### config.mk
export PLATFORM = sky130hd
export DESIGN_NAME = lpmc_ctrl
export DESIGN_NICKNAME = d
export VERILOG_FILES = /design/src/hw/lpmc_pkg.sv /design/src/hw/lpmc_ctrl.sv
export SDC_FILE = /design/constraint.sdc
export NUM_CORES = 1
export LEC_CHECK = 0
export BUFFER_PORTS_ARGS = -buffer_cell sky130_fd_sc_hd__buf_2
export CORE_ASPECT_RATIO = 1.1
export CORE_MARGIN = 2
export CORE_UTILIZATION = 49
export DETAILED_ROUTE_END_ITERATION = 10
export MAX_ROUTING_LAYER = met4
export PLACE_DENSITY_LB_ADDON = 0.25
export SETUP_SLACK_MARGIN = 0.15
export SLEW_MARGIN = 10
export SYNTH_ARGS = -nofsm -noshare
export SYNTH_HDL_FRONTEND = slang
export SYNTH_SLANG_ARGS = --single-unit
### constraint.sdc
create_clock -name sys_clk_i -period 3.95 [get_ports sys_clk_i]
set_input_delay 0.395 -clock sys_clk_i [delete_from_list [all_inputs] [get_ports sys_clk_i]]
set_output_delay 0.395 -clock sys_clk_i [all_outputs]
set_load 0.01 [all_outputs]
### src/hw/lpmc_pkg.sv
// package for the low-power mode controller: modes, encodings, wake records
// assumes one 50 MHz clock and synchronous active-high reset
package lpmc_pkg;
    // power modes the sequencer can sit in
    typedef enum logic [2:0] {
        LPMC_RUN,
        LPMC_SLEEP,
        LPMC_STOP,
        LPMC_STOP_WAKE,
        LPMC_STANDBY,
        LPMC_RESTART
    } lpmc_state_t;

    // software mode request codes
    localparam logic [1:0] LPMC_REQ_NONE    = 2'h0;
    localparam logic [1:0] LPMC_REQ_SLEEP   = 2'h1;
    localparam logic [1:0] LPMC_REQ_STOP    = 2'h2;
    localparam logic [1:0] LPMC_REQ_STANDBY = 2'h3;

    // regulator mode encoding
    localparam logic [1:0] LPMC_REG_MAIN = 2'h0;
    localparam logic [1:0] LPMC_REG_LP   = 2'h1;
    localparam logic [1:0] LPMC_REG_OFF  = 2'h2;

    // external event line count and wakeup pin count
    localparam int LPMC_EXT_LINES = 16;
    localparam int LPMC_WAKEUP_PINS_PINS = 2;

    // cycles for regulator settle before clock delivery / restart hold
    localparam int LPMC_SETTLE_CYC  = 4;
    localparam int LPMC_RESTART_CYC = 8;

    // wake cause bit positions
    localparam int LPMC_WC_EXT     = 0;
    localparam int LPMC_WC_THRESH  = 1;
    localparam int LPMC_WC_PERIPH  = 2;
    localparam int LPMC_WC_RTC     = 3;
    localparam int LPMC_WC_RSTPIN  = 4;
    localparam int LPMC_WC_WDOG    = 5;
    localparam int LPMC_WC_WKPIN   = 6;
    localparam int LPMC_WC_IRQ     = 7;
    localparam logic [7:0] LPMC_WC_RESET = 8'h00;

    // clock and power enables driven to the chip
    typedef struct packed {
        logic cpu_clk_en;
        logic core_clk_en;
        logic pll_en;
        logic int_fast_osc_en;
        logic ext_fast_osc_en;
        logic core_pwr_en;
        logic rtc_wdog_clk_en;
    } lpmc_ctl_t;

    // peripheral stop-wake sources
    typedef struct packed {
        logic rtc;
        logic i2c_addr;
        logic usart;
        logic usb;
        logic cec;
    } lpmc_periph_t;

    // rtc standby/stop wake events
    typedef struct packed {
        logic alarm;
        logic tamper;
        logic timestamp;
    } lpmc_rtc_t;
endpackage

### src/hw/lpmc_ctrl.sv
// low-power mode controller: run, sleep, stop and standby sequencing
// assumes all inputs synchronous to sys_clk_i; wake levels from peripherals
`timescale 1ns/100ps

module lpmc_ctrl #(
    parameter int EXT_LINES = lpmc_pkg::LPMC_EXT_LINES,
    parameter int WAKEUP_PINS_PINS = lpmc_pkg::LPMC_WAKEUP_PINS_PINS
) (
    input  wire logic                   sys_clk_i,     // 50 MHz clock
    input  wire logic                   sys_rst_i,     // sync reset, high
    input  wire logic [1:0]             mode_req_i,    // mode request code
    input  wire logic                   mode_go_i,     // request strobe
    input  wire logic                   stop_lp_reg_i, // stop uses lp reg
    input  wire logic                   irq_event_i,   // cpu irq or event
    input  wire logic [EXT_LINES-1:0]   ext_line_i,    // external lines
    input  wire logic                   thresh_en_i,   // detector enable
    input  wire logic                   thresh_out_i,  // detector output
    input  wire lpmc_pkg::lpmc_periph_t periph_wake_i, // peripheral wakes
    input  wire logic                   i2c_dig_flt_i, // i2c digital filter
    input  wire logic                   osc_req_i,     // periph wants osc
    input  wire lpmc_pkg::lpmc_rtc_t    rtc_evt_i,     // rtc events
    input  wire logic                   ext_rst_n_i,   // reset pin, low
    input  wire logic                   wdog_rst_i,    // watchdog reset
    input  wire logic [WAKEUP_PINS_PINS-1:0]   wakeup_pins_pin_i,    // wakeup pins
    input  wire logic                   cause_clr_i,   // clear wake cause
    output lpmc_pkg::lpmc_ctl_t         ctl_o,         // clock/power enables
    output logic [1:0]                  reg_mode_o,    // regulator mode
    output logic                        periph_osc_o,  // osc given to periph
    output logic                        restart_o,     // full reset request
    output logic                        thresh_irq_o,  // detector interrupt
    output logic [7:0]                  wake_cause_o,  // latched wake cause
    output logic [2:0]                  mode_o         // current mode
);
    import lpmc_pkg::*;

    lpmc_state_t          state;
    lpmc_state_t          next_state;
    logic [1:0]           reg_mode;
    logic [1:0]           next_reg_mode;
    logic [3:0]           cnt;
    logic [3:0]           next_cnt;
    logic [7:0]           cause;
    logic [7:0]           next_cause;
    logic [WAKEUP_PINS_PINS-1:0] wk_prev;
    logic                 osc_given;
    logic                 next_osc_given;
    logic                 thr_prev;
    logic                 thr_irq;
    logic                 next_thr_irq;
    logic [7:0]           stop_src;
    logic [7:0]           stby_src;
    logic [WAKEUP_PINS_PINS-1:0] wk_rise;
    logic                 any_rtc;

    // rising edge detect per wakeup pin
    genvar gi;
    generate
        for (gi = 0; gi < WAKEUP_PINS_PINS; gi++) begin : g_wk
            assign wk_rise[gi] = wakeup_pins_pin_i[gi] & ~wk_prev[gi];
        end
    endgenerate

    assign any_rtc = rtc_evt_i.alarm | rtc_evt_i.tamper
                   | rtc_evt_i.timestamp | periph_wake_i.rtc;

    // stop wake sources; i2c address match masked by digital filter
    always_comb begin
        stop_src = 8'h00;
        stop_src[LPMC_WC_EXT]    = |ext_line_i;
        stop_src[LPMC_WC_THRESH] = thresh_en_i & thresh_out_i;
        stop_src[LPMC_WC_PERIPH] = periph_wake_i.usart
                                 | periph_wake_i.usb
                                 | periph_wake_i.cec
                                 | (periph_wake_i.i2c_addr
                                    & ~i2c_dig_flt_i);
        stop_src[LPMC_WC_RTC]    = any_rtc;
    end

    // standby wake sources
    always_comb begin
        stby_src = 8'h00;
        stby_src[LPMC_WC_RSTPIN] = ~ext_rst_n_i;
        stby_src[LPMC_WC_WDOG]   = wdog_rst_i;
        stby_src[LPMC_WC_WKPIN]  = |wk_rise;
        stby_src[LPMC_WC_RTC]    = any_rtc;
    end

    // mode sequencer next state
    always_comb begin
        next_state     = state;
        next_reg_mode  = reg_mode;
        next_cnt       = cnt;
        next_cause     = cause;
        next_osc_given = osc_given;
        if (cause_clr_i)
            next_cause = LPMC_WC_RESET;
        unique case (state)
            LPMC_RUN: begin
                next_reg_mode = LPMC_REG_MAIN;
                if (mode_go_i) begin
                    unique case (mode_req_i)
                        LPMC_REQ_SLEEP: next_state = LPMC_SLEEP;
                        LPMC_REQ_STOP: begin
                            next_state    = LPMC_STOP;
                            next_reg_mode = stop_lp_reg_i ? LPMC_REG_LP
                                                          : LPMC_REG_MAIN;
                        end
                        LPMC_REQ_STANDBY: begin
                            next_state    = LPMC_STANDBY;
                            next_reg_mode = LPMC_REG_OFF;
                        end
                        default: next_state = LPMC_RUN;
                    endcase
                end
            end
            LPMC_SLEEP: begin
                if (irq_event_i) begin
                    next_state = LPMC_RUN;
                    next_cause = next_cause | 8'h80;
                end
            end
            LPMC_STOP: begin
                if (|stop_src) begin
                    next_state     = LPMC_STOP_WAKE;
                    next_cause     = next_cause | stop_src;
                    next_reg_mode  = LPMC_REG_MAIN;
                    next_cnt       = 4'(LPMC_SETTLE_CYC);
                    next_osc_given = 1'b0;
                end else if (osc_req_i) begin
                    // regulator first, clock only after it settled
                    if (reg_mode == LPMC_REG_LP) begin
                        next_reg_mode = LPMC_REG_MAIN;
                        next_cnt      = 4'(LPMC_SETTLE_CYC);
                    end else if (cnt != 4'h0)
                        next_cnt = cnt - 4'h1;
                    else
                        next_osc_given = 1'b1;
                end else begin
                    next_osc_given = 1'b0;
                    next_reg_mode  = stop_lp_reg_i ? LPMC_REG_LP
                                                   : LPMC_REG_MAIN;
                end
            end
            LPMC_STOP_WAKE: begin
                // clocks return only once regulator is at main
                if (cnt != 4'h0)
                    next_cnt = cnt - 4'h1;
                else
                    next_state = LPMC_RUN;
            end
            LPMC_STANDBY: begin
                if (|stby_src) begin
                    next_state    = LPMC_RESTART;
                    next_cause    = next_cause | stby_src;
                    next_reg_mode = LPMC_REG_MAIN;
                    next_cnt      = 4'(LPMC_RESTART_CYC);
                end
            end
            LPMC_RESTART: begin
                if (cnt != 4'h0)
                    next_cnt = cnt - 4'h1;
                else
                    next_state = LPMC_RUN;
            end
            default: next_state = LPMC_RUN;
        endcase
        // set beats clear: new cause survives a same-cycle clear
    end

    // detector interrupt: rising crossing only when enabled
    always_comb begin
        next_thr_irq = thresh_en_i & thresh_out_i & ~thr_prev;
    end

    // state registers; cause survives standby (standby circuitry)
    always_ff @(posedge sys_clk_i) begin
        if (sys_rst_i) begin
            state     <= LPMC_RUN;
            reg_mode  <= LPMC_REG_MAIN;
            cnt       <= 4'h0;
            cause     <= LPMC_WC_RESET;
            wk_prev   <= '0;
            osc_given <= 1'b0;
            thr_prev  <= 1'b0;
            thr_irq   <= 1'b0;
        end else begin
            state     <= next_state;
            reg_mode  <= next_reg_mode;
            cnt       <= next_cnt;
            cause     <= next_cause;
            wk_prev   <= wakeup_pins_pin_i;
            osc_given <= next_osc_given;
            thr_prev  <= thresh_en_i & thresh_out_i;
            thr_irq   <= next_thr_irq;
        end
    end

    // clock and power enables decoded from mode
    always_comb begin
        ctl_o = '1;
        ctl_o.rtc_wdog_clk_en = 1'b1;
        unique case (state)
            LPMC_SLEEP: ctl_o.cpu_clk_en = 1'b0;
            LPMC_STOP, LPMC_STOP_WAKE: begin
                ctl_o.cpu_clk_en      = 1'b0;
                ctl_o.core_clk_en     = 1'b0;
                ctl_o.pll_en          = 1'b0;
                ctl_o.int_fast_osc_en = osc_given;
                ctl_o.ext_fast_osc_en = 1'b0;
            end
            LPMC_STANDBY, LPMC_RESTART: begin
                ctl_o.cpu_clk_en      = 1'b0;
                ctl_o.core_clk_en     = 1'b0;
                ctl_o.pll_en          = 1'b0;
                ctl_o.int_fast_osc_en = 1'b0;
                ctl_o.ext_fast_osc_en = 1'b0;
                ctl_o.core_pwr_en     = (state == LPMC_RESTART);
            end
            default: ;
        endcase
    end

    assign reg_mode_o   = reg_mode;
    assign periph_osc_o = osc_given;
    assign restart_o    = (state == LPMC_RESTART);
    assign thresh_irq_o = thr_irq;
    assign wake_cause_o = cause;
    assign mode_o       = state;

    // regulator main at the first edge after reset lets go
    a_reset_main_reg: assert property (@(posedge sys_clk_i)
        $past(sys_rst_i) && !sys_rst_i |-> reg_mode == LPMC_REG_MAIN)
        else $error("regulator not main after reset");

    a_stop_reg_cfg: assert property (@(posedge sys_clk_i) disable iff
        (sys_rst_i) state == LPMC_RUN && mode_go_i
        && mode_req_i == LPMC_REQ_STOP |=> reg_mode ==
        ($past(stop_lp_reg_i) ? LPMC_REG_LP : LPMC_REG_MAIN))
        else $error("stop regulator mode not as configured");

    a_standby_off: assert property (@(posedge sys_clk_i) disable iff
        (sys_rst_i) state == LPMC_STANDBY |-> reg_mode == LPMC_REG_OFF
        && !ctl_o.core_pwr_en)
        else $error("standby left regulator or core powered");

    a_sleep_cpu_only: assert property (@(posedge sys_clk_i) disable iff
        (sys_rst_i) state == LPMC_SLEEP |-> !ctl_o.cpu_clk_en
        && ctl_o.core_clk_en && ctl_o.pll_en)
        else $error("sleep gated more than cpu clock");

    a_sleep_wake: assert property (@(posedge sys_clk_i) disable iff
        (sys_rst_i) state == LPMC_SLEEP && irq_event_i
        |=> state == LPMC_RUN)
        else $error("sleep did not resume on event");

    a_stop_clocks: assert property (@(posedge sys_clk_i) disable iff
        (sys_rst_i) state == LPMC_STOP |-> !ctl_o.core_clk_en
        && !ctl_o.pll_en && !ctl_o.ext_fast_osc_en)
        else $error("stop left core clocks running");

    a_stop_exit: assert property (@(posedge sys_clk_i) disable iff
        (sys_rst_i) state == LPMC_STOP && |ext_line_i
        |=> state == LPMC_STOP_WAKE ##5 state == LPMC_RUN)
        else $error("stop did not exit on external line");

    a_osc_after_main: assert property (@(posedge sys_clk_i) disable iff
        (sys_rst_i) $rose(osc_given) |-> reg_mode == LPMC_REG_MAIN
        && $past(reg_mode) == LPMC_REG_MAIN)
        else $error("oscillator given before main regulator");

    a_standby_exit: assert property (@(posedge sys_clk_i) disable iff
        (sys_rst_i) state == LPMC_STANDBY && !ext_rst_n_i
        |=> restart_o ##1 restart_o)
        else $error("standby did not restart on reset pin");

    a_rtc_clk_on: assert property (@(posedge sys_clk_i) disable iff
        (sys_rst_i) ctl_o.rtc_wdog_clk_en)
        else $error("rtc and watchdog clock stopped");

    a_i2c_flt_block: assert property (@(posedge sys_clk_i) disable iff
        (sys_rst_i) i2c_dig_flt_i |-> !(stop_src[LPMC_WC_PERIPH]
        && !periph_wake_i.usart && !periph_wake_i.usb
        && !periph_wake_i.cec))
        else $error("i2c wake with digital filter");

    a_cause_latched: assert property (@(posedge sys_clk_i) disable iff
        (sys_rst_i) state == LPMC_STANDBY && wdog_rst_i
        |=> wake_cause_o[LPMC_WC_WDOG])
        else $error("wake cause not recorded");
endmodule // lpmc_ctrl

==> report_table.html, run 1 <==
<table>
<tr><th>Metric</th><th>Value</th></tr>
<tr><th colspan="2">Run status</th></tr>
<tr><td>Result of the run</td><td>finished clean</td></tr>
<tr><th colspan="2">Synthesis</th></tr>
<tr><td>Synthesized net count</td><td>between 150 and 200</td></tr>
<tr><td>Post-synth EDFFs</td><td>0</td></tr>
<tr><td>Post-synth top area cell</td><td>sky130_fd_sc_hd__dfxtp_1</td></tr>
<tr><td>Mapped cell area</td><td>~1300 µm²</td></tr>
<tr><td>Primary FF master, synth</td><td>sky130_fd_sc_hd__dfxtp_1</td></tr>
<tr><td>Average cell area after synthesis</td><td>roughly 8.6 µm²</td></tr>
<tr><td>Ranking of synthesized cells by area</td><td>sky130_fd_sc_hd__dfxtp_1 33%, sky130_fd_sc_hd__nor2_1 5.4%, sky130_fd_sc_hd__nor4_2 3.8%</td></tr>
<tr><td>FFs w/ async S/R, synth</td><td>0%</td></tr>
<tr><td>Synthesized netlist cell count</td><td>approximately 150</td></tr>
<tr><td>Portion of the post-synthesis area used by sequential elements</td><td>approximately 33%</td></tr>
<tr><td>Yosys Warn Count</td><td>0</td></tr>
<tr><td>Number of distinct standard cells referenced by the synthesized netlist</td><td>50</td></tr>
<tr><td>Register bit total from synthesis</td><td>22</td></tr>
<tr><td>Top-area cell type share of the netlist area</td><td>about a third</td></tr>
<tr><th colspan="2">Finish</th></tr>
<tr><td>Area occupied by multi-input gates</td><td>805 µm²</td></tr>
<tr><td>Share of post-route cells with drive strength above 1</td><td>between 30 and 40%</td></tr>
<tr><td>Flip-flop and latch area</td><td>440 µm²</td></tr>
<tr><td>Filler cell count</td><td>about 230</td></tr>
<tr><td>Commonest non-fill, non-tap cells in the layout</td><td>61 x sky130_fd_sc_hd__buf_2, 22 x sky130_fd_sc_hd__dfxtp_1, 19 x sky130_fd_sc_hd__nor2_1</td></tr>
<tr><td>Diode count</td><td>0</td></tr>
<tr><td>Area growth from synthesis to layout</td><td>26.7%</td></tr>
<tr><td>Final-stage net count</td><td>255</td></tr>
<tr><td>Most common cell after layout, fill and taps aside</td><td>sky130_fd_sc_hd__buf_2</td></tr>
<tr><th colspan="2">Detailed routing</th></tr>
<tr><td>Number of antenna-violating nets in the routed design</td><td>0</td></tr>
<tr><td>Vias after detailed routing</td><td>about 1400</td></tr>
<tr><td>Routed vias/inst</td><td>~5.7</td></tr>
<tr><td>Residual DRC</td><td>0</td></tr>
<tr><td>Violation count after the first detailed-route iteration</td><td>35</td></tr>
<tr><td>Total Routed Length</td><td>about 3400 µm</td></tr>
<tr><td>DR WL/cell</td><td>between 10 and 15 µm</td></tr>
<tr><td>First drt pass iteration count</td><td>4</td></tr>
<tr><th colspan="2">Global routing</th></tr>
<tr><td>Vias in the first global route</td><td>between 1000 and 1500</td></tr>
<tr><td>GRT Util Overall</td><td>around 25%</td></tr>
<tr><td>Global-route wire length before repair</td><td>between 5000 and 6000 µm</td></tr>
<tr><td>GRT Residual Overflow</td><td>0</td></tr>
<tr><td>Initial antenna violation count</td><td>0</td></tr>
<tr><td>Pin count of the biggest net entering global routing</td><td>26</td></tr>
<tr><td>Met3 usage in global routing</td><td>4.06%</td></tr>
<tr><td>Met1 layer usage reported by global route</td><td>between 30% and 40%</td></tr>
<tr><td>M2 GR Usage</td><td>39.9%</td></tr>
<tr><td>GRT busiest layer</td><td>met2</td></tr>
<tr><th colspan="2">Worst setup path</th></tr>
<tr><td>Maximum fanout along the worst path</td><td>12</td></tr>
<tr><td>Critical Path AT</td><td>about 1.9 ns</td></tr>
<tr><td>Startpoint kind of the worst setup timing path</td><td>flop</td></tr>
<tr><td>WP data required</td><td>about 3.6 ns</td></tr>
<tr><td>Setup crit end kind</td><td>primary output</td></tr>
<tr><td>Path type of the worst setup path</td><td>flop to primary output</td></tr>
<tr><th colspan="2">Clock tree</th></tr>
<tr><td>Inserted Clock Buffers</td><td>3</td></tr>
<tr><td>Clock latency at the later pin of the worst-skew pair</td><td>between 0.3 and 0.4 ns</td></tr>
<tr><td>Buffer cell driving the clock tree root</td><td>sky130_fd_sc_hd__clkbuf_4</td></tr>
<tr><td>Num Clock Sinks</td><td>22</td></tr>
<tr><td>CTS Hold Buffers Added</td><td>0</td></tr>
<tr><td>Post-cts sizing count</td><td>0</td></tr>
<tr><td>Reg clk slew, reported paths</td><td>around 0.13 ns</td></tr>
<tr><td>Maximum clock path buffer count</td><td>2</td></tr>
<tr><td>H-tree Lvls</td><td>1</td></tr>
<tr><td>Buffers inserted by post-CTS timing repair</td><td>0</td></tr>
<tr><td>TritonCTS clock tree</td><td>yes</td></tr>
<tr><th colspan="2">Pwr</th></tr>
<tr><td>Fraction of power consumed by sequential logic</td><td>around two fifths</td></tr>
<tr><td>Leakage power</td><td>~0.00073 µW</td></tr>
<tr><td>Part of the power in the clock network</td><td>around 29%</td></tr>
<tr><td>PD cells</td><td>369 nW/µm²</td></tr>
<tr><td>Logic gate share of total power</td><td>between 20 and 30%</td></tr>
<tr><td>Worst supply voltage drop on vdd</td><td>about 240 µV</td></tr>
<tr><td>Switching power share of the total</td><td>around a third</td></tr>
<tr><td>Reported net switching power</td><td>approximately 200 µW</td></tr>
<tr><td>Cell Int Power</td><td>about 420 µW</td></tr>
<tr><th colspan="2">STA</th></tr>
<tr><td>Worst-case hold slack</td><td>roughly 0.29 ns</td></tr>
<tr><td>Period Utilization, post-route</td><td>just under 60%</td></tr>
<tr><td>Final number of setup-violating endpoints</td><td>0</td></tr>
<tr><td>Final number of hold-violating endpoints</td><td>0</td></tr>
<tr><td>Total Neg Setup Slack</td><td>0 ns</td></tr>
<tr><td>Worst Clk Skew</td><td>0.00255 ns</td></tr>
<tr><td>Max Clock Freq</td><td>434 MHz</td></tr>
<tr><td>Min Clock Period, post-route</td><td>about 2.3 ns</td></tr>
<tr><td>Unrepaired setup endpoints after global routing</td><td>no</td></tr>
<tr><td>Final-report max-slew violation count</td><td>0</td></tr>
<tr><th colspan="2">Job</th></tr>
<tr><td>Max-cap violation count</td><td>0</td></tr>
<tr><th colspan="2">Floorplan</th></tr>
<tr><td>Initial Utilization</td><td>52.0%</td></tr>
<tr><td>Chip height</td><td>between 50 and 60 µm</td></tr>
<tr><td>Horiz. Die Dim</td><td>about 54 µm</td></tr>
<tr><td>Core Area</td><td>between 2000 and 3000 µm²</td></tr>
<tr><td># IOs</td><td>63</td></tr>
<tr><td>Die outline area</td><td>around 3100 µm²</td></tr>
<tr><td>Placement row count</td><td>19</td></tr>
<tr><th colspan="2">Placed design</th></tr>
<tr><td>I/O Buffers</td><td>between 60 and 70</td></tr>
<tr><td>DP HPWL</td><td>approximately 2700 µm</td></tr>
<tr><td>Routability congestion estimate</td><td>approximately 0.87</td></tr>
<tr><th colspan="2">Worst hold path</th></tr>
<tr><td>Worst hold path type</td><td>input pin to flop</td></tr>
</table>
==> layer usage <==
| metal | part of all wire, % | up-vias |
|---|---|---|
| li1 | - | 678 |
| met2 | 51 | 58 |
| met1 | 41 | 630 |
| met3 | 5.6 | 9 |
| met5 | 0 | - |
| met4 | 2.3 | 0 |
==> cells in the mapped netlist, types with 2 or more instances <==
cell type and n:
sky130_fd_sc_hd__a211oi_1 3, sky130_fd_sc_hd__a21boi_1 3, sky130_fd_sc_hd__a21oi_1 9, sky130_fd_sc_hd__a22oi_1 3
sky130_fd_sc_hd__a31oi_1 3, sky130_fd_sc_hd__and2b_1 2, sky130_fd_sc_hd__buf_2 2, sky130_fd_sc_hd__buf_4 3
sky130_fd_sc_hd__clkbuf_1 3, sky130_fd_sc_hd__dfxtp_1 22, sky130_fd_sc_hd__ha_1 3, sky130_fd_sc_hd__inv_1 6
sky130_fd_sc_hd__inv_2 2, sky130_fd_sc_hd__mux2i_1 3, sky130_fd_sc_hd__nand2_1 8, sky130_fd_sc_hd__nand2b_1 4
sky130_fd_sc_hd__nor2_1 19, sky130_fd_sc_hd__nor2b_1 6, sky130_fd_sc_hd__nor3_1 9, sky130_fd_sc_hd__nor3_2 4
sky130_fd_sc_hd__nor4_2 4, sky130_fd_sc_hd__o21ai_0 2, sky130_fd_sc_hd__o31ai_1 2, sky130_fd_sc_hd__or4_1 3
==> worst max-delay path, cell delays in order (launching register included) <==
cell and delay [ns]:
sky130_fd_sc_hd__dfxtp_1 0.61, sky130_fd_sc_hd__clkinv_1 0.29, sky130_fd_sc_hd__ha_1 0.39, sky130_fd_sc_hd__a21boi_1 0.16, sky130_fd_sc_hd__buf_2 0.14
==> cells by family after synthesis <==
family | synth area share, %
DFF | 33.3
xor gates and xnor gates | 0.662
AOI/OAI and AO/OA | 22.5
and+or+nand+nor | 32.3
adders and majority gates | 2.84
muxes | 2.27
buffers and inverters | 5.87
other | 0.284
==> cell type report <==
class,instances,share of cell area (%)
tap,31,2.32
multi-input combinational,115,48.0
inverter,9,2.02
clock buffer,3,1.34
clock inverter,1,1.79
sequential,22,26.3
timing repair buffer,61,18.2
==> metrics by stage <==
step | util [%] | setup WS, ns | cell area [µm²] | total power (µW) | cells
2_1_floorplan | - | 1.99 | 1320 | 382 | 154
3_3_place_gp | 63.8 | 1.72 | 1620 | 439 | 238
3_5_place_dp | 63.8 | 1.66 | 1620 | 443 | 238
6_report | 65.9 | 1.65 | 1680 | 618 | 242
4_1_cts | 65.9 | 1.66 | 1680 | 618 | 242
5_1_grt | 65.9 | 1.51 | 1680 | 649 | 242
==> worst paths after layout <==
check / start / endpoint / slack, ns / cells after the start
max reg2reg: cnt[0]$_SDFFE_PP0P_ / mode_o[2]$_SDFFE_PP0P_ / 1.65 / 8
min: wakeup_pins_pin_i[0] / wk_prev[0]$_SDFF_PP0_ / 0.29 / 2
min reg2reg: thr_prev$_SDFF_PP0_ / thresh_irq_o$_SDFF_PP0_ / 0.41 / 1
max: mode_o[1]$_SDFFE_PP0P_ / ctl_o[6] / 1.65 / 4
==> flip-flops by register name (all words and copies together) (netlist names) <==
signal	cells
wake_cause_o	8
cnt	4
mode_o	3
reg_mode_o	2
wk_prev	2
periph_osc_o	1
thr_prev	1
thresh_irq_o	1
==> power by group through the flow <==
stage | Sequential, µW | Clock [µW] | Combinational [µW]
6_report | 259 | 178 | 181
5_1_grt | 262 | 187 | 200
4_1_cts | 258 | 178 | 182
3_5_place_dp | 263 | 0 | 180
3_3_place_gp | 263 | 0 | 176
2_1_floorplan | 257 | 0 | 125
Power figures use the tool's default switching activity.
==> run 2: changes to the inputs <==
CORE_UTILIZATION = 41   (was 49)
clock period = 2 ns   (was 3.95 ns; I/O delays follow)
==> report_table.html, run 2 (same netlist as run 1, synthesis figures left out) <==
<table>
<tr><th>Metric</th><th>Value</th></tr>
<tr><th colspan="2">Worst setup path</th></tr>
<tr><td>Path type of the worst setup path</td><td>flop to flop</td></tr>
<tr><td>Startpoint kind of the worst setup timing path</td><td>flop</td></tr>
<tr><td>Critical Path AT</td><td>2.20 ns (+0.29 ns)</td></tr>
<tr><td>Minimum setup slack among reg-to-reg paths</td><td>0.04 ns (-1.61 ns)</td></tr>
<tr><td>Setup crit end kind</td><td>flop</td></tr>
<tr><td>WP data required</td><td>2.24 ns (-1.32 ns)</td></tr>
<tr><td>Maximum fanout along the worst path</td><td>3 (-9)</td></tr>
<tr><th colspan="2">Finish</th></tr>
<tr><td>Final-stage net count</td><td>270 (+5.9%)</td></tr>
<tr><td>Most common cell after layout, fill and taps aside</td><td>sky130_fd_sc_hd__buf_2</td></tr>
<tr><td>Commonest non-fill, non-tap cells in the layout</td><td>61 x sky130_fd_sc_hd__buf_2, 19 x sky130_fd_sc_hd__nor2_1, 18 x sky130_fd_sc_hd__dfxtp_1</td></tr>
<tr><td>Number of flip-flops in the largest register</td><td>8 (unchanged)</td></tr>
<tr><td>Final cell area excluding filler cells</td><td>1860 µm² (+11%)</td></tr>
<tr><td>Area growth from synthesis to layout</td><td>40.8%</td></tr>
<tr><td>Diode count</td><td>0 (unchanged)</td></tr>
<tr><td>Share of post-route cells with drive strength above 1</td><td>50.0% (+11 points)</td></tr>
<tr><th colspan="2">STA</th></tr>
<tr><td>Final number of hold-violating endpoints</td><td>0 (unchanged)</td></tr>
<tr><td>Worst-case hold slack</td><td>0.0987 ns (-0.193 ns)</td></tr>
<tr><td>Worst Clk Skew</td><td>0.0111 ns (+0.00857 ns)</td></tr>
<tr><td>Min Clock Period, post-route</td><td>around 2.0 ns</td></tr>
<tr><td>Final-report max-slew violation count</td><td>0 (unchanged)</td></tr>
<tr><td>Crit path setup slack, layout</td><td>0.0383 ns (-1.61 ns)</td></tr>
<tr><td>Headroom to the max-slew limit</td><td>between 50% and 60%</td></tr>
<tr><td>Final number of setup-violating endpoints</td><td>0 (unchanged)</td></tr>
<tr><td>Max Clock Freq</td><td>slightly above 500 MHz</td></tr>
<tr><td>Unrepaired setup endpoints after global routing</td><td>yes</td></tr>
<tr><td>Transition at the pin with the smallest max-transition slack</td><td>approximately 0.6 ns</td></tr>
<tr><td>Period Utilization, post-route</td><td>roughly 98%</td></tr>
<tr><th colspan="2">Global routing</th></tr>
<tr><td>Vias in the first global route</td><td>1359 (+1.8%)</td></tr>
<tr><td>Pin count of the biggest net entering global routing</td><td>26 (unchanged)</td></tr>
<tr><td>Initial antenna violation count</td><td>0 (unchanged)</td></tr>
<tr><td>Global-route wire length before repair</td><td>5810 µm (+1.9%)</td></tr>
<tr><td>GRT Util Overall</td><td>20.4% (-4.2 points)</td></tr>
<tr><td>GRT Residual Overflow</td><td>0 (unchanged)</td></tr>
<tr><th colspan="2">Clock tree</th></tr>
<tr><td>TritonCTS clock tree</td><td>yes</td></tr>
<tr><td>Maximum clock path buffer count</td><td>2 (unchanged)</td></tr>
<tr><td>H-tree Lvls</td><td>1 (unchanged)</td></tr>
<tr><td>Num Clock Sinks</td><td>22 (unchanged)</td></tr>
<tr><td>Reg clk slew, reported paths</td><td>0.14 ns (about the same)</td></tr>
<tr><td>Clock latency at the later pin of the worst-skew pair</td><td>0.32 ns (about the same)</td></tr>
<tr><td>Inserted Clock Buffers</td><td>3 (unchanged)</td></tr>
<tr><td>Buffer cell driving the clock tree root</td><td>sky130_fd_sc_hd__clkbuf_4</td></tr>
<tr><th colspan="2">Placed design</th></tr>
<tr><td>Routability congestion estimate</td><td>0.876 (+1.2%)</td></tr>
<tr><td>DP HPWL</td><td>2890 µm (+8.2%)</td></tr>
<tr><td>I/O Buffers</td><td>61 (unchanged)</td></tr>
<tr><td>Placement-stage worst setup slack</td><td>-0.0743 ns (-1.73 ns)</td></tr>
<tr><td>Cell area after placement</td><td>1740 µm² (+7.4%)</td></tr>
<tr><th colspan="2">Worst hold path</th></tr>
<tr><td>Worst hold path type</td><td>input pin to flop</td></tr>
<tr><th colspan="2">Pwr</th></tr>
<tr><td>Worst supply voltage drop on vdd</td><td>519 µV (+110%)</td></tr>
<tr><td>PD cells</td><td>690 nW/µm² (+87%)</td></tr>
<tr><td>Leakage power</td><td>0.000810 µW (+10%)</td></tr>
<tr><th colspan="2">Detailed routing</th></tr>
<tr><td>Total Routed Length</td><td>3700 µm (+8.5%)</td></tr>
<tr><td>First drt pass iteration count</td><td>4 (unchanged)</td></tr>
<tr><td>DR WL/cell</td><td>14.2 µm (+1.0%)</td></tr>
<tr><td>Routed vias/inst</td><td>5.50 (-3.1%)</td></tr>
<tr><td>Residual DRC</td><td>0 (unchanged)</td></tr>
<tr><td>Violation count after the first detailed-route iteration</td><td>63 (+80%)</td></tr>
<tr><td>Vias after detailed routing</td><td>1431 (+4.1%)</td></tr>
<tr><td>Number of antenna-violating nets in the routed design</td><td>0 (unchanged)</td></tr>
<tr><th colspan="2">Floorplan</th></tr>
<tr><td>Core Area</td><td>3070 µm² (+21%)</td></tr>
<tr><td>Placement row count</td><td>21 (+2)</td></tr>
<tr><td>Horiz. Die Dim</td><td>58.2 µm (+8.6%)</td></tr>
<tr><td>Die outline area</td><td>3700 µm² (+18%)</td></tr>
<tr><td>Chip height</td><td>63.6 µm (+8.7%)</td></tr>
<tr><td>Initial Utilization</td><td>43.0% (-9.0 points)</td></tr>
<tr><td># IOs</td><td>63 (unchanged)</td></tr>
<tr><th colspan="2">Run status</th></tr>
<tr><td>Result of the run</td><td>finished clean</td></tr>
<tr><th colspan="2">Job</th></tr>
<tr><td>Max-cap violation count</td><td>0 (unchanged)</td></tr>
</table>
## run 2: cell count changes in the layout (fill, tap and decap cells not counted), moves of 2 or more
cell and delta:
sky130_fd_sc_hd__a21boi_1 -2, sky130_fd_sc_hd__and2b_1 -2, sky130_fd_sc_hd__and2b_2 +2, sky130_fd_sc_hd__buf_4 +15, sky130_fd_sc_hd__dfxtp_1 -4, sky130_fd_sc_hd__dfxtp_2 +3
sky130_fd_sc_hd__inv_1 -2, sky130_fd_sc_hd__inv_2 +2
## run 2: final cells by class
class                      count  area [µm²]
fill                         282        1210
inverter                       9        33.8
clock inverter                 1        30.0
sequential                    22         448
tap                           34        42.5
multi-input combinational    115         867
clock buffer                   3        22.5
timing repair buffer          76         418
## run 2: power breakdown
group          total [µW]  switching [µW]  internal [µW]
Sequential            500            30.0            470
Clock                 353             150            203
Combinational         432             233            198
## run 2: critical path, cell delays in order, from the launching register on
cell and delay, ns:
sky130_fd_sc_hd__dfxtp_2 0.35, sky130_fd_sc_hd__inv_2 0.07, sky130_fd_sc_hd__ha_4 0.13, sky130_fd_sc_hd__or3b_4 0.38, sky130_fd_sc_hd__and3_4 0.20, sky130_fd_sc_hd__a221oi_4 0.21
sky130_fd_sc_hd__a21boi_4 0.24, sky130_fd_sc_hd__nor2_1 0.07, sky130_fd_sc_hd__a211oi_1 0.23
## run 2: metal layers
layer	global-route usage [%]	vias to the layer above	wire length, µm
met3	2.05	6	206
met5	-	-	0
met1	23.6	668	1490
li1	-	705	-
met4	7.27	0	38
met2	35.9	52	1970
## run 2: worst paths after layout
kind / start / end / cells past startpoint
max: cnt[1]$_SDFFE_PP0P_ / mode_o[0]$_SDFFE_PP0P_ / 8
min reg2reg: thr_prev$_SDFF_PP0_ / thresh_irq_o$_SDFF_PP0_ / 1
min: wakeup_pins_pin_i[0] / wk_prev[0]$_SDFF_PP0_ / 2
max reg2reg: cnt[1]$_SDFFE_PP0P_ / mode_o[0]$_SDFFE_PP0P_ / 8
## run 2: stage by stage
stage	util (%)	power (µW)	std cells	TNS [ns]
floorplan	-	770	154	0
global placement	56.7	908	251	0
detailed placement	56.7	918	251	-0.247
CTS	59.7	1280	259	0
global route	60.6	1350	260	0
finish	60.6	1280	260	0
## run 2: what timing repair did
item | CTS | global route
gates resized for setup | 4 | 5
cloned | 0 | 0
setup buffers | 4 | 1
endpoints found under the setup margin | 5 | 9
pin swaps | 3 | 3
hold buffers | 0 | 0
==> run 3: changes to the inputs <==
CORE_UTILIZATION = 35   (was 41)
==> report_table.html, run 3 (same netlist as run 1, synthesis figures left out) <==
<table>
<tr><th>Metric</th><th>Value</th></tr>
<tr><th colspan="2">Pwr</th></tr>
<tr><td>Leakage power</td><td>0.000831 µW (+2.6%)</td></tr>
<tr><td>Worst supply voltage drop on vdd</td><td>278 µV (-47%)</td></tr>
<tr><td>PD cells</td><td>717 nW/µm² (+3.9%)</td></tr>
<tr><td>Power, Total</td><td>1370 µW (+7.0%)</td></tr>
<tr><th colspan="2">STA</th></tr>
<tr><td>Crit path setup slack, layout</td><td>0.0850 ns (+0.0466 ns)</td></tr>
<tr><td>Worst-case hold slack</td><td>0.173 ns (+0.0740 ns)</td></tr>
<tr><td>Headroom to the max-slew limit</td><td>66.0% (+6.6 points)</td></tr>
<tr><td>Final-report max-slew violation count</td><td>0 (unchanged)</td></tr>
<tr><td>Unrepaired setup endpoints after global routing</td><td>yes</td></tr>
<tr><td>Worst Clk Skew</td><td>0.00301 ns (-0.00811 ns)</td></tr>
<tr><td>Final number of hold-violating endpoints</td><td>0 (unchanged)</td></tr>
<tr><td>Transition at the pin with the smallest max-transition slack</td><td>0.509 ns (-0.0965 ns)</td></tr>
<tr><td>Min Clock Period, post-route</td><td>1.92 ns (-0.0466 ns)</td></tr>
<tr><td>Period Utilization, post-route</td><td>95.8% (-2.3 points)</td></tr>
<tr><td>Final number of setup-violating endpoints</td><td>0 (unchanged)</td></tr>
<tr><td>Max Clock Freq</td><td>522 MHz (+2.4%)</td></tr>
<tr><th colspan="2">Placed design</th></tr>
<tr><td>DP HPWL</td><td>2880 µm (-0.36%)</td></tr>
<tr><td>Placement-stage worst setup slack</td><td>-0.00625 ns (+0.0680 ns)</td></tr>
<tr><td>Routability congestion estimate</td><td>0.799 (-8.8%)</td></tr>
<tr><td>Placed cell count</td><td>265 (+5.6%)</td></tr>
<tr><td>Cell area after placement</td><td>1750 µm² (+0.29%)</td></tr>
<tr><td>I/O Buffers</td><td>61 (unchanged)</td></tr>
<tr><th colspan="2">Detailed routing</th></tr>
<tr><td>Total Routed Length</td><td>3620 µm (-2.3%)</td></tr>
<tr><td>First drt pass iteration count</td><td>4 (unchanged)</td></tr>
<tr><td>DR WL/cell</td><td>13.1 µm (-8.0%)</td></tr>
<tr><td>Residual DRC</td><td>0 (unchanged)</td></tr>
<tr><td>Number of antenna-violating nets in the routed design</td><td>0 (unchanged)</td></tr>
<tr><td>Routed vias/inst</td><td>5.16 (-6.2%)</td></tr>
<tr><td>Vias after detailed routing</td><td>1425 (-0.42%)</td></tr>
<tr><td>Violation count after the first detailed-route iteration</td><td>67 (+6.3%)</td></tr>
<tr><th colspan="2">Clock tree</th></tr>
<tr><td>Buffer cell driving the clock tree root</td><td>sky130_fd_sc_hd__clkbuf_8</td></tr>
<tr><td>Reg clk slew, reported paths</td><td>0.09 ns (-0.05 ns)</td></tr>
<tr><td>Num Clock Sinks</td><td>22 (unchanged)</td></tr>
<tr><td>H-tree Lvls</td><td>1 (unchanged)</td></tr>
<tr><td>Maximum clock path buffer count</td><td>2 (unchanged)</td></tr>
<tr><td>Inserted Clock Buffers</td><td>3 (unchanged)</td></tr>
<tr><td>CTS Hold Buffers Added</td><td>0 (unchanged)</td></tr>
<tr><td>TritonCTS clock tree</td><td>yes</td></tr>
<tr><td>Clock latency at the later pin of the worst-skew pair</td><td>0.27 ns (-0.05 ns)</td></tr>
<tr><th colspan="2">Floorplan</th></tr>
<tr><td>Initial Utilization</td><td>36.5% (-6.5 points)</td></tr>
<tr><td>Core Area</td><td>3630 µm² (+18%)</td></tr>
<tr><td>Placement row count</td><td>23 (+9.5%)</td></tr>
<tr><td># IOs</td><td>63 (unchanged)</td></tr>
<tr><td>Horiz. Die Dim</td><td>62.6 µm (+7.7%)</td></tr>
<tr><td>Chip height</td><td>68.5 µm (+7.7%)</td></tr>
<tr><td>Die outline area</td><td>4290 µm² (+16%)</td></tr>
<tr><th colspan="2">Job</th></tr>
<tr><td>Max-cap violation count</td><td>0 (unchanged)</td></tr>
<tr><th colspan="2">Worst setup path</th></tr>
<tr><td>Path type of the worst setup path</td><td>flop to flop</td></tr>
<tr><td>WP data required</td><td>2.21 ns (-0.03 ns)</td></tr>
<tr><td>Setup crit end kind</td><td>flop</td></tr>
<tr><td>Critical Path AT</td><td>2.12 ns (-0.08 ns)</td></tr>
<tr><td>Crit path launch</td><td>wk_prev[0]$_SDFF_PP0_</td></tr>
<tr><td>Maximum fanout along the worst path</td><td>4 (+1)</td></tr>
<tr><td>Startpoint of the most critical register-to-register path</td><td>wk_prev[0]$_SDFF_PP0_</td></tr>
<tr><td>Startpoint kind of the worst setup timing path</td><td>flop</td></tr>
<tr><th colspan="2">Finish</th></tr>
<tr><td>Finished Layout Cells</td><td>276 (+6.2%)</td></tr>
<tr><td>Final cell area excluding filler cells</td><td>1920 µm² (+3.0%)</td></tr>
<tr><td>Commonest non-fill, non-tap cells in the layout</td><td>61 x sky130_fd_sc_hd__buf_2, 19 x sky130_fd_sc_hd__nor2_1, 18 x sky130_fd_sc_hd__dfxtp_1</td></tr>
<tr><td>Number of flip-flops in the largest register</td><td>8 (unchanged)</td></tr>
<tr><td>Area growth from synthesis to layout</td><td>44.9%</td></tr>
<tr><td>Diode count</td><td>0 (unchanged)</td></tr>
<tr><td>Share of post-route cells with drive strength above 1</td><td>51.3% (+1.3 points)</td></tr>
<tr><td>Most common cell after layout, fill and taps aside</td><td>sky130_fd_sc_hd__buf_2</td></tr>
<tr><td>Final-stage net count</td><td>270 (unchanged)</td></tr>
<tr><th colspan="2">Worst hold path</th></tr>
<tr><td>Source of the worst hold timing path</td><td>wakeup_pins_pin_i[1]</td></tr>
<tr><td>Worst hold path type</td><td>input pin to flop</td></tr>
<tr><th colspan="2">Global routing</th></tr>
<tr><td>Initial antenna violation count</td><td>0 (unchanged)</td></tr>
<tr><td>Vias in the first global route</td><td>1328 (-2.3%)</td></tr>
<tr><td>GRT Util Overall</td><td>17.6% (-2.9 points)</td></tr>
<tr><td>GRT Residual Overflow</td><td>0 (unchanged)</td></tr>
<tr><td>Pin count of the biggest net entering global routing</td><td>26 (unchanged)</td></tr>
<tr><td>Global-route wire length before repair</td><td>5780 µm (-0.59%)</td></tr>
<tr><th colspan="2">Run status</th></tr>
<tr><td>Result of the run</td><td>finished clean</td></tr>
</table>
[run 3: cell counts in the layout (fill, tap and decap cells not counted)]
Identical to the previous run, type by type.
[run 3: final cells by class]
type / count / area, µm²
Sequential cell: 22 / 445
Clock inverter: 1 / 30.0
Timing Repair Buffer: 76 / 422
Inverter: 9 / 35.0
Fill cell: 359 / 1710
Tap cell: 50 / 62.6
Clock buffer: 3 / 41.3
Multi-Input combinational cell: 115 / 881
[run 3: worst paths after layout]
path / cells past startpoint / endpoint / slack, ns
min reg2reg: 1 / thresh_irq_o$_SDFF_PP0_ / 0.41
min: 2 / wk_prev[1]$_SDFF_PP0_ / 0.17
max reg2reg: 7 / reg_mode_o[0]$_SDFFE_PP0P_ / 0.08
max: 7 / reg_mode_o[0]$_SDFFE_PP0P_ / 0.08
[run 3: what timing repair did]
item / CTS / global route
setup endpoints to repair: 6 / 10
pin swaps: 3 / 6
buffers inserted: 6 / 1
hold endpoints to repair: 0 / 0
resized for setup: 3 / 10
[run 3: metal layers]
metal	global-route usage [%]	share of wire, %	vias up
met5	-	0	-
met4	5.83	1.2	0
met3	2.14	4.6	5
met2	33.3	54	44
met1	19.4	40	672
li1	-	-	704
[run 3: worst max-delay path, cell delays in order, from the launching register on]
cell	delay [ns]
sky130_fd_sc_hd__dfxtp_1	0.31
sky130_fd_sc_hd__and2b_2	0.23
sky130_fd_sc_hd__nor4_4	0.04
sky130_fd_sc_hd__buf_4	0.15
sky130_fd_sc_hd__o21a_1	0.16
sky130_fd_sc_hd__a311o_1	0.35
sky130_fd_sc_hd__or4_4	0.49
sky130_fd_sc_hd__a21oi_2	0.12
[run 3: stage by stage]
step	TNS [ns]	util, %
floorplan	0	-
global placement	0	48.2
detailed placement	-0.00625	48.2
CTS	0	51.5
global route	0	52.9
finish	0	52.9
[run 3: where the power goes]
| group | internal [µW] | total [µW] | leakage [µW] | switching [µW] |
|---|---|---|---|---|
| logic | 213 | 447 | 0.000614 | 234 |
| registers | 470 | 503 | 0.000181 | 33.3 |
| clock network | 267 | 425 | 0.0000357 | 158 |
